--- config.mk ---
export PLATFORM = sky130hd
export DESIGN_NAME = clock_ratio_strap_decoder
export DESIGN_NICKNAME = d
export VERILOG_FILES = /design/src/clk_strap_pkg.sv /design/src/clock_ratio_strap_decoder.sv /design/src/strap_sync.sv
export SDC_FILE = /design/constraint.sdc
export NUM_CORES = 1
export LEC_CHECK = 0
export BUFFER_PORTS_ARGS = -buffer_cell sky130_fd_sc_hd__buf_2
export CORE_MARGIN = 5
export CORE_UTILIZATION = 54
export CTS_CLUSTER_DIAMETER = 30
export DETAILED_ROUTE_END_ITERATION = 16
export GPL_TIMING_DRIVEN = 0
export HOLD_SLACK_MARGIN = 0.12
export PLACE_DENSITY = 0.86
export SLEW_MARGIN = 15
export SYNTH_ARGS = -nofsm -noshare
export SYNTH_HDL_FRONTEND = slang
export SYNTH_HIERARCHICAL = 1
export SYNTH_SLANG_ARGS = --single-unit
--- constraint.sdc ---
create_clock -name CLK -period 5 [get_ports CLK]
set_input_delay 1 -clock CLK [delete_from_list [all_inputs] [get_ports CLK]]
set_output_delay 1 -clock CLK [all_outputs]
set_load 0.05 [all_outputs]
--- src/clk_strap_pkg.sv ---
// constants and types for the clock ratio strap decoder
//
// ************************************************************
// Overview of operation
// ************************************************************
// Overview of operation
// - capture four-bit platform ratio during reset
// - decode platform code to reference multiplier
// - capture and decode three-bit core ratio
// - platform clock equals memory data rate
// - memory clock is half platform clock
// - platform and core bus share one clock
// - pci clock optional for 33 to 66 MHz
// - arbiter strap drives pci address despite disable
package clk_strap_pkg;

	// ************************************************************
	// register map
	// ************************************************************
	localparam logic [11:0] STATUS_OFFSET  = 12'h000;
	localparam logic [11:0] RATIO_OFFSET   = 12'h004;
	localparam logic [11:0] FREQ_OFFSET    = 12'h008;
	localparam logic [11:0] DISABLE_OFFSET = 12'h00C;
	localparam logic [11:0] SPARE_OFFSET   = 12'h010;

	// status register fields
	localparam int ST_PLAT_BAD_BIT = 0;
	localparam int ST_CORE_BAD_BIT = 1;
	localparam int ST_ARB_BIT      = 2;
	localparam int ST_PCI_NEED_BIT = 3;
	localparam int ST_PLAT_LOW_BIT = 4;
	localparam int ST_MEM_BAD_BIT  = 5;

	// device disable register field
	localparam int DIS_PCI_BIT = 0;
	localparam logic [31:0] DISABLE_RESET = 32'h0000_0000;

	// ************************************************************
	// frequency limits in MHz
	// ************************************************************
	localparam logic [15:0] PLAT_MIN_MHZ    = 16'd333;
	localparam logic [15:0] MEM_MIN_MHZ     = 16'd166;
	localparam logic [15:0] MEM_MAX_MHZ     = 16'd266;
	localparam logic [15:0] PCI_REF_MIN_MHZ = 16'd33;
	localparam logic [15:0] PCI_REF_MAX_MHZ = 16'd66;

	// core ratio in halves of the platform clock
	typedef logic [3:0] half_ratio_t;
	typedef logic [4:0] mult_t;

	localparam half_ratio_t CORE_4_1 = 4'd8;
	localparam half_ratio_t CORE_3_2 = 4'd3;
	localparam half_ratio_t CORE_2_1 = 4'd4;
	localparam half_ratio_t CORE_5_2 = 4'd5;
	localparam half_ratio_t CORE_3_1 = 4'd6;
	localparam half_ratio_t CORE_7_2 = 4'd7;

endpackage

--- src/clock_ratio_strap_decoder.sv ---
// power-on strap capture and clock ratio decode with apb status access
`timescale 1ns/10ps
`default_nettype none

module clock_ratio_strap_decoder
	import clk_strap_pkg::*;
(
	input  wire logic        CLK,
	input  wire logic        SYS_RST,
	input  wire logic        CE,
	input  wire logic [3:0]  PLATFORM_RATIO_STRAP,
	input  wire logic        CORE_RATIO_STRAP_BUS_CTL,
	input  wire logic        CORE_RATIO_STRAP_ADDR_LATCH,
	input  wire logic        CORE_RATIO_STRAP_GP2,
	input  wire logic        PCI_ARB_STRAP,
	input  wire logic [3:0]  CFG_SPARE_STRAP,
	input  wire logic [15:0] REF_CLK_MHZ,
	input  wire logic        PSEL,
	input  wire logic        PENABLE,
	input  wire logic        PWRITE,
	input  wire logic [11:0] PADDR,
	input  wire logic [31:0] PWDATA,
	output var  logic [31:0] PRDATA,
	output var  logic        PREADY,
	output var  logic        PSLVERR,
	output var  logic [4:0]  PLATFORM_MULT,
	output var  logic [3:0]  CORE_HALF_RATIO,
	output var  logic        PLATFORM_CFG_INVALID,
	output var  logic        CORE_CFG_INVALID,
	output var  logic        PCI_ADDR_DRIVE_EN,
	output var  logic        PCI_CLK_REQUIRED
);

	// ************************************************************
	// strap synchronisers
	// ************************************************************
	logic [11:0] strap_raw;
	logic [11:0] strap_sync_q;

	assign strap_raw = {CFG_SPARE_STRAP, PCI_ARB_STRAP,
		CORE_RATIO_STRAP_BUS_CTL, CORE_RATIO_STRAP_ADDR_LATCH,
		CORE_RATIO_STRAP_GP2, PLATFORM_RATIO_STRAP};

	strap_sync #(.WIDTH(12)) u_strap_sync (
		.clk (CLK),
		.ce  (CE),
		.d   (strap_raw),
		.q   (strap_sync_q)
	);

	// ref clock figure is quasi-static board data, synchronised too
	logic [15:0] ref_mhz_q;

	strap_sync #(.WIDTH(16)) u_ref_sync (
		.clk (CLK),
		.ce  (CE),
		.d   (REF_CLK_MHZ),
		.q   (ref_mhz_q)
	);

	// ************************************************************
	// decode tables
	// ************************************************************
	function automatic mult_t plat_decode(input logic [3:0] code);
		case (code)
			4'h0:    plat_decode = 5'd16;
			4'h3:    plat_decode = 5'd3;
			4'h4:    plat_decode = 5'd4;
			4'h5:    plat_decode = 5'd5;
			4'h6:    plat_decode = 5'd6;
			4'h8:    plat_decode = 5'd8;
			4'h9:    plat_decode = 5'd9;
			4'hA:    plat_decode = 5'd10;
			4'hC:    plat_decode = 5'd12;
			default: plat_decode = 5'd0;
		endcase
	endfunction

	// order: bus control, address latch, gp2 (msb first)
	function automatic half_ratio_t core_decode(input logic [2:0] code);
		case (code)
			3'h0:    core_decode = CORE_4_1;
			3'h3:    core_decode = CORE_3_2;
			3'h4:    core_decode = CORE_2_1;
			3'h5:    core_decode = CORE_5_2;
			3'h6:    core_decode = CORE_3_1;
			3'h7:    core_decode = CORE_7_2;
			default: core_decode = 4'd0;
		endcase
	endfunction

	// ************************************************************
	// state
	// ************************************************************
	typedef struct packed {
		logic [3:0]  plat_code;
		logic [2:0]  core_code;
		logic        arb_internal;
		logic [3:0]  spare;
		mult_t       plat_mult;
		half_ratio_t core_half;
		logic        plat_bad;
		logic        core_bad;
		logic        pci_need;
		logic        plat_low;
		logic        mem_bad;
		logic [15:0] plat_mhz;
		logic [31:0] disable_bits;
		logic        pci_drive;
		logic [31:0] prdata;
		logic        pready;
		logic        pslverr;
	} state_t;

	state_t st_reg;
	state_t st_next;

	logic        access;
	logic [20:0] plat_prod;
	logic [15:0] mem_mhz;

	assign access = PSEL && PENABLE && !st_reg.pready;

	always_comb begin
		st_next = st_reg;
		// widen before multiplying so the product keeps its top bits
		plat_prod = 21'(ref_mhz_q) * 21'(st_reg.plat_mult);
		// memory clock runs at half the platform rate
		mem_mhz = st_reg.plat_mhz >> 1;
		if (SYS_RST) begin
			// straps tracked throughout reset, frozen at release
			st_next.plat_code    = strap_sync_q[3:0];
			st_next.core_code    = strap_sync_q[6:4];
			st_next.arb_internal = strap_sync_q[7];
			st_next.spare        = strap_sync_q[11:8];
			st_next.plat_mult    = plat_decode(strap_sync_q[3:0]);
			st_next.core_half    = core_decode(strap_sync_q[6:4]);
			st_next.disable_bits = DISABLE_RESET;
			st_next.prdata       = 32'h0000_0000;
			st_next.pready       = 1'b0;
			st_next.pslverr      = 1'b0;
			st_next.pci_drive    = 1'b0;
		end else begin
			// straps and ratios held until next reset
			st_next.plat_bad = (st_reg.plat_mult == 5'd0);
			st_next.core_bad = (st_reg.core_half == 4'd0);
			// platform clock is the memory data rate and bus clock
			st_next.plat_mhz = (plat_prod > 21'h00FFFF) ? 16'hFFFF
				: plat_prod[15:0];
			st_next.plat_low = (st_reg.plat_mhz < PLAT_MIN_MHZ);
			st_next.mem_bad = (mem_mhz < MEM_MIN_MHZ)
				|| (mem_mhz > MEM_MAX_MHZ);
			st_next.pci_need = (ref_mhz_q < PCI_REF_MIN_MHZ)
				|| (ref_mhz_q > PCI_REF_MAX_MHZ);
			// arbiter strap wins over the pci disable bit
			st_next.pci_drive = st_reg.arb_internal;
			st_next.pready = access;
			st_next.pslverr = 1'b0;
			if (access) begin
				st_next.prdata = 32'h0000_0000;
				case (PADDR)
					STATUS_OFFSET: begin
						st_next.prdata[ST_PLAT_BAD_BIT] = st_reg.plat_bad;
						st_next.prdata[ST_CORE_BAD_BIT] = st_reg.core_bad;
						st_next.prdata[ST_ARB_BIT] = st_reg.arb_internal;
						st_next.prdata[ST_PCI_NEED_BIT] = st_reg.pci_need;
						st_next.prdata[ST_PLAT_LOW_BIT] = st_reg.plat_low;
						st_next.prdata[ST_MEM_BAD_BIT] = st_reg.mem_bad;
					end
					RATIO_OFFSET: begin
						st_next.prdata = {12'h000, st_reg.core_half,
							st_reg.core_code, 1'b0, st_reg.plat_mult,
							3'h0, st_reg.plat_code};
					end
					FREQ_OFFSET: begin
						st_next.prdata = {mem_mhz, st_reg.plat_mhz};
					end
					DISABLE_OFFSET: begin
						if (PWRITE) begin
							st_next.disable_bits = PWDATA;
						end
						st_next.prdata = st_reg.disable_bits;
					end
					SPARE_OFFSET: begin
						st_next.prdata = {28'h0000000, st_reg.spare};
					end
					default: begin
						st_next.pslverr = 1'b1;
					end
				endcase
				if (PWRITE) begin
					st_next.prdata = 32'h0000_0000;
				end
			end
		end
	end

	always_ff @(posedge CLK) begin
		if (CE) begin
			st_reg <= st_next;
		end
	end

	// ************************************************************
	// outputs
	// ************************************************************
	assign PRDATA               = st_reg.prdata;
	assign PREADY               = st_reg.pready;
	assign PSLVERR              = st_reg.pslverr;
	assign PLATFORM_MULT        = st_reg.plat_mult;
	assign CORE_HALF_RATIO      = st_reg.core_half;
	assign PLATFORM_CFG_INVALID = st_reg.plat_bad;
	assign CORE_CFG_INVALID     = st_reg.core_bad;
	assign PCI_ADDR_DRIVE_EN    = st_reg.pci_drive;
	assign PCI_CLK_REQUIRED     = st_reg.pci_need;

endmodule

`default_nettype wire

--- src/strap_sync.sv ---
// two-stage synchroniser for a group of strap pins
`timescale 1ns/10ps
`default_nettype none

module strap_sync #(
	parameter int WIDTH = 1
) (
	input  wire logic             clk,
	input  wire logic             ce,
	input  wire logic [WIDTH-1:0] d,
	output var  logic [WIDTH-1:0] q
);

	logic [WIDTH-1:0] meta_reg;

	always_ff @(posedge clk) begin
		if (ce) begin
			meta_reg <= d;
			q        <= meta_reg;
		end
	end

endmodule

`default_nettype wire

* Word level (Yosys, flattened, before mapping)
Memory sizes are Yosys's and may differ from the RTL's. A register that Yosys moved wholly into a read port is not among the register bits. Cells that the tools add are included. W data, S select, Z words.
Storage, ports and cells: memories 1, word-level logic and storage cells 66, RAM bits 0, bits in latches 0, memory bits (read-only) 80, register bits 160, output and inout port bits 47, input bits 78
Cells by class: order comparisons 6, multiply operators 1, reduce and logical (&&, ||, !) cells 18, muxes and demuxes 9, div/mod/pow operators 0, bitwise operators 2, $add $sub $neg 0, shift operators 0, eq/ne operators 9
Memory list:
- (name not given) | words 16, width 5, rd ports 1, clocked after Yosys merged registers in 1, write ports 0, RTL line clock_ratio_strap_decoder.sv:65 | case (code)
Operators by type and width (count):
- $mux W32 | 5
- $pmux W26 S3 | 1
- $pmux W6 S5 | 1
- $eq A12 B4 Y1 const B | 2
- $pmux W4 S6 | 1
- $gt A21 B16 Y1 const B | 1
- $mul A16 B5 Y21 | 1
- $gt A16 B7 Y1 const B | 1
- $lt A16 B6 Y1 const B | 1
- $lt A16 B9 Y1 const B | 1
- $gt A15 B9 Y1 const B | 1
- $lt A15 B8 Y1 const B | 1
- $eq A12 B3 Y1 const B | 1
- $eq A12 B5 Y1 const B | 1
- $eq A3 B3 Y1 const B | 4
- $logic_not A12 Y1 | 1
- $reduce_and A2 Y1 | 3
- $reduce_bool A2 Y1 | 3
- $logic_not A5 Y1 | 1
- $reduce_or A5 Y1 | 1
- $logic_not A4 Y1 | 1
- $reduce_and A4 Y1 | 1
- $eq A3 B2 Y1 const B | 1
- $logic_not A3 Y1 | 1
- other kinds (6) | 9

* Depth between registers and ports, before layout
depth after elaboration 4, gate-level depth with buffers 16, gate-level depth less buffers 14

* Modules after synthesis
Netlist, hierarchy kept.
Modules (own cells, without submodules):
- clock_ratio_strap_decoder | cells an instance 681, instances 1, area an instance 7485.9 µm², seq. area each 3273.1 µm²
- strap_sync at u_ref_sync | cells an instance 32, instances 1, area an instance 960.9 µm², seq. area each 960.9 µm²
- strap_sync at u_strap_sync | cells an instance 24, instances 1, area an instance 720.7 µm², seq. area each 720.7 µm²

* Worst setup path after synthesis
OpenSTA, ideal clock, no wires.
kind flip-flop to flip-flop, from register, netlist name PLATFORM_MULT[4], to register st_reg, in the netlist mem_mhz[11] (data pin), cell stages (with the launch flop) 17, data required time 4739 ps, clock period less this slack 4559 ps, buffers on the path 3, slack 441 ps, arrival 4298 ps, cells stage by stage edfxtp_1 > clkbuf_1 > and2_1 > fa_1 > fa_1 > inv_1 > fa_1 > inv_1 > ha_1 > buf_6 > a21oi_2 > o21ai_1 > and2_4 > or4_4 > a221oi_4 > buf_6 > nand3_1
Between the ends: word-level cells in the longest chain between the ends 2
Ends and longest elaborated chain:
- $mul A16 B5 Y21 * | RTL line clock_ratio_strap_decoder.sv:127 | plat_prod = 21'(ref_mhz_q) * 21'(st_reg.plat_mult);
- $gt A21 B16 Y1 | RTL line clock_ratio_strap_decoder.sv:148 | st_next.plat_mhz = (plat_prod > 21'h00FFFF) ? 16'hFFFF
- end signal, assigned | RTL line clock_ratio_strap_decoder.sv:200 | st_reg <= st_next;
- end, declared | RTL line clock_ratio_strap_decoder.sv:115 | state_t st_reg;
Mark *: on every way between the ends. The rest lies on a longest branch, timed or not. A chain may end at the register's enable or synchronous reset.

* Final worst setup path
from register, netlist name PLATFORM_MULT[4], to register st_reg, in the netlist mem_mhz[12] (data pin)
Between the ends: word-level cells in the longest chain between the ends 2
Ends and longest elaborated chain (RTL line):
- $mul A16 B5 Y21 * | clock_ratio_strap_decoder.sv:127
- $gt A21 B16 Y1 | clock_ratio_strap_decoder.sv:148
Marked as above.

==> impl_metrics.py <==
metrics = {
    "sta": {
        "worst_pin_slew_ns": 0.950,
        "fin_crit_sh_pct": 97.0,
        "final_hold_viol_count": 0,
        "finalWorstSetupSlack_ns": 0.148,
        "setup_viol": 0,
        "timing.fmax_mhz": 206,
        "hold_slack_ns": 0.415,
        "drv_slew": 0,
        "slew_headroom_pct": 36.6,
        "min_period_ns": 4.85,
        "final.setup_skew_ns": 0.0103,
    },
    "synth": {
        "async_flop_share_pct": 0,
        "synth_top_area_share_pct": 54.0,
        "avgSynthCellArea_um2": 12.4,
        "ys_top_cells_by_count": "edfxtp_1, and2_1, inv_1, buf_4, nand2_1",
        "synth-simple-area-share_pct": 14.5,
        "synth_edf_count": 165,
        "post-synth-top-count-cell": "edfxtp_1",
        "synth_ff_type": "edfxtp_1",
        "post_synth_num_cell_types": 57,
        "synth_cells": 737,
        "synth_top_family_by_area": "simple AND/OR/NAND/NOR gates",
        "synthAdderAreaFrac_pct": 13.1,
        "ys_seq_area_share_pct": 54.0,
        "synthXorXnorAreaFrac_pct": 1.43,
        "synthesis.area_mm2": 0.00917,
        "ys_ff_latch": 165,
        "synth-compound-area-share_pct": 9.17,
        "synth_area_leader_cell": "edfxtp_1",
        "yosys_warnings": 6,
        "synthTopCellsByArea": "edfxtp_1, fa_1, and2_1",
        "synth_fp_nets": 886,
        "synth_mux_area_share_pct": 0.123,
    },
    "outcome": {
        "status": "completed",
    },
    "grt": {
        "antenna_found_initial": 0,
        "grt_pass1_vias": 6153,
        "grt_overflow": 0,
        "grt_max_degree": 64,
        "grt_usage_pct": 20.3,
        "grt_pass1_wl_um": 31500,
    },
    "placed_design": {
        "post_dp_cell_area_mm2": 0.0101,
        "detailedPlacementHpwl_um": 14100,
        "io_buffers": 124,
        "dp_slack_ns": -0.304,
        "gp_congestion": 0.904,
    },
    "drt": {
        "drt_iter0_markers": 607,
        "drtPass1Iterations": 8,
        "drt-total-wl_um": 19500,
        "drt_drc_violations_left": 0,
        "num_vias": 6209,
        "via_per_inst": 5.54,
        "avgRoutedWirePerCell_um": 17.4,
        "drt.antenna.violating_nets": 0,
    },
    "critical_path": {
        "start_kind": "flip-flop",
        "r2r_end": "mem_mhz[12]$_SDFFCE_PN1P_",
        "cp-end-kind": "flip-flop",
        "ff2ff_path_depth": 15,
        "criticalPathCategory": "reg -> reg",
        "critPathArrivalTime_ns": 5.02,
        "worstPathRequired_ns": 5.17,
        "worst-path-max-fanout": 10,
        "reg2reg_setup_slack_ns": 0.15,
        "timing.rr.start": "PLATFORM_MULT[4]$_SDFFCE_PP0P_",
    },
    "floorplan": {
        "start_util_pct": 55.1,
        "fp.dieW_um": 140,
        "fp.dieH_um": 140,
        "dieArea_mm2": 0.0197,
        "rows": 47,
        "core_region_area_mm2": 0.0166,
        "ioPinCount": 125,
    },
    "clock_tree": {
        "hold_buffers": 0,
        "cts_tree": "yes",
        "cts-buffers-inserted": 17,
        "htree_levels": 4,
        "path_clk_slew_ns": 0.07,
        "cts_root_buf": "clkbuf_16",
        "clock_latency_ns": 0.43,
        "clock-sinks": 165,
        "cts.path.max_buffers": 2,
    },
    "pwr": {
        "peakVddDrop_mv": 0.284,
        "p_leak_nw": 4.26,
        "powerDensity_mw_per_mm2": 391,
    },
    "cells_and_area": {
        "final_util_pct": 64.8,
        "area_delta_synth_final_pct": 17.6,
        "insertedDiodeCount": 0,
        "layout-drive-gt1-share_pct": 27.5,
        "design_area_mm2": 0.0108,
        "final_nets": 1037,
        "nFillCells": 1185,
        "largest_reg_flops": 47,
    },
    "min_path": {
        "min_to": "u_strap_sync/q[3]$_DFFE_PP_",
        "min-delay-start": "u_strap_sync/meta_reg[3]$_DFFE_PP_",
        "holdCritPathClass": "reg -> reg",
        "hold_depth": 0,
    },
    "flow_run": {
        "cap_viol_max_count": 0,
    },
}
layout by cell type (no fill, tap or decap), types with 6 or more instances in the layout:
| cell type | Yosys | routed |
|---|---|---|
| a21oi_1 | 26 | 26 |
| a222oi_1 | 17 | 17 |
| a22oi_1 | 15 | 15 |
| and2_1 | 60 | 60 |
| buf_2 | 6 | 130 |
| buf_4 | 47 | 53 |
| buf_6 | 5 | 7 |
| clkbuf_1 | 14 | 11 |
| clkbuf_16 | 0 | 17 |
| edfxtp_1 | 165 | 165 |
| fa_1 | 42 | 42 |
| ha_1 | 29 | 28 |
| inv_1 | 54 | 54 |
| inv_6 | 0 | 6 |
| nand2_1 | 47 | 47 |
| nand3_1 | 17 | 17 |
| nor2_1 | 38 | 38 |
| nor2b_1 | 36 | 34 |
| nor3_1 | 9 | 9 |
| nor4_1 | 6 | 6 |
| o21ai_0 | 16 | 14 |
| xor2_1 | 11 | 11 |
worst max path at each step:
stage                                    from                        end  cells after the start
2_1_floorplan  PLATFORM_MULT[4]$_SDFFCE_PP0P_  mem_mhz[11]$_SDFFCE_PN1P_                     16
4_1_cts        PLATFORM_MULT[4]$_SDFFCE_PP0P_  mem_mhz[12]$_SDFFCE_PN1P_                     16
6_report       PLATFORM_MULT[4]$_SDFFCE_PP0P_  mem_mhz[12]$_SDFFCE_PN1P_                     15
5_1_grt        PLATFORM_MULT[4]$_SDFFCE_PP0P_  mem_mhz[12]$_SDFFCE_PN1P_                     16
3_3_place_gp       PLATFORM_MULT[2]$_DFFE_PP_  mem_mhz[11]$_SDFFCE_PN1P_                     15
3_5_place_dp   PLATFORM_MULT[4]$_SDFFCE_PP0P_  mem_mhz[12]$_SDFFCE_PN1P_                     14
kinds of logic after synthesis:
family,after synthesis
simple gates,244
flops,165
buf+inv,126
compound gates,115
fa+ha+maj,71
xor+xnor,15
mux,1
where the power goes:
part | switching (W) | internal (W) | total [W]
Sequential | 0.0000542 | 0.00163 | 0.00169
Combinational | 0.000690 | 0.000494 | 0.00118
Clock | 0.000586 | 0.000758 | 0.00134
layer usage:
metal / share of wire (%) / wire (µm) / GRT usage (%) / up-vias
li1: - / - / - / 2891
met1: 39 / 7660 / 26.8 / 2968
met2: 49 / 9610 / 33.5 / 315
met3: 8.8 / 1720 / 4.26 / 35
met4: 2.5 / 477 / 7.29 / 0
met5: 0 / 0 / 0 / -
worst max-delay path, stage by stage, from the launching register on:
cell      delay [ns]
edfxtp_1        0.46
buf_4           0.23
and2_1          0.17
fa_1            0.50
fa_1            0.56
inv_1           0.06
fa_1            0.54
inv_1           0.04
ha_1            0.36
a21oi_1         0.32
o211ai_2        0.20
a211oi_2        0.29
o211ai_1        0.17
a221oi_4        0.39
buf_6           0.19
nand3_1         0.10
layout make-up:
type	instances	area, µm²	area share (%)
sequential	165	4950	46.0
multi-input combinational	446	3540	32.8
timing repair buffer	132	699	6.49
buffer	72	499	4.63
clock buffer	17	425	3.95
tap	220	275	2.55
inverter	54	203	1.88
clock inverter	15	186	1.73
per-stage QoR:
stage	setup TNS (ns)	power, W	std cells
6_report	0	0.00421	1121
4_1_cts	0	0.00418	1118
3_5_place_dp	-3.48	0.00284	1083
3_3_place_gp	-3.00	0.00280	1081
5_1_grt	-0.00797	0.00445	1121
2_1_floorplan	0	0.00258	737
timing repair:
action,4_1_cts,5_1_grt
gates resized for setup,3,7
pin swaps,1,2
endpoints found under the hold margin,0,0
buffers inserted,3,3
endpoints found under the setup margin,16,16
(Power assumes the default switching activity.)
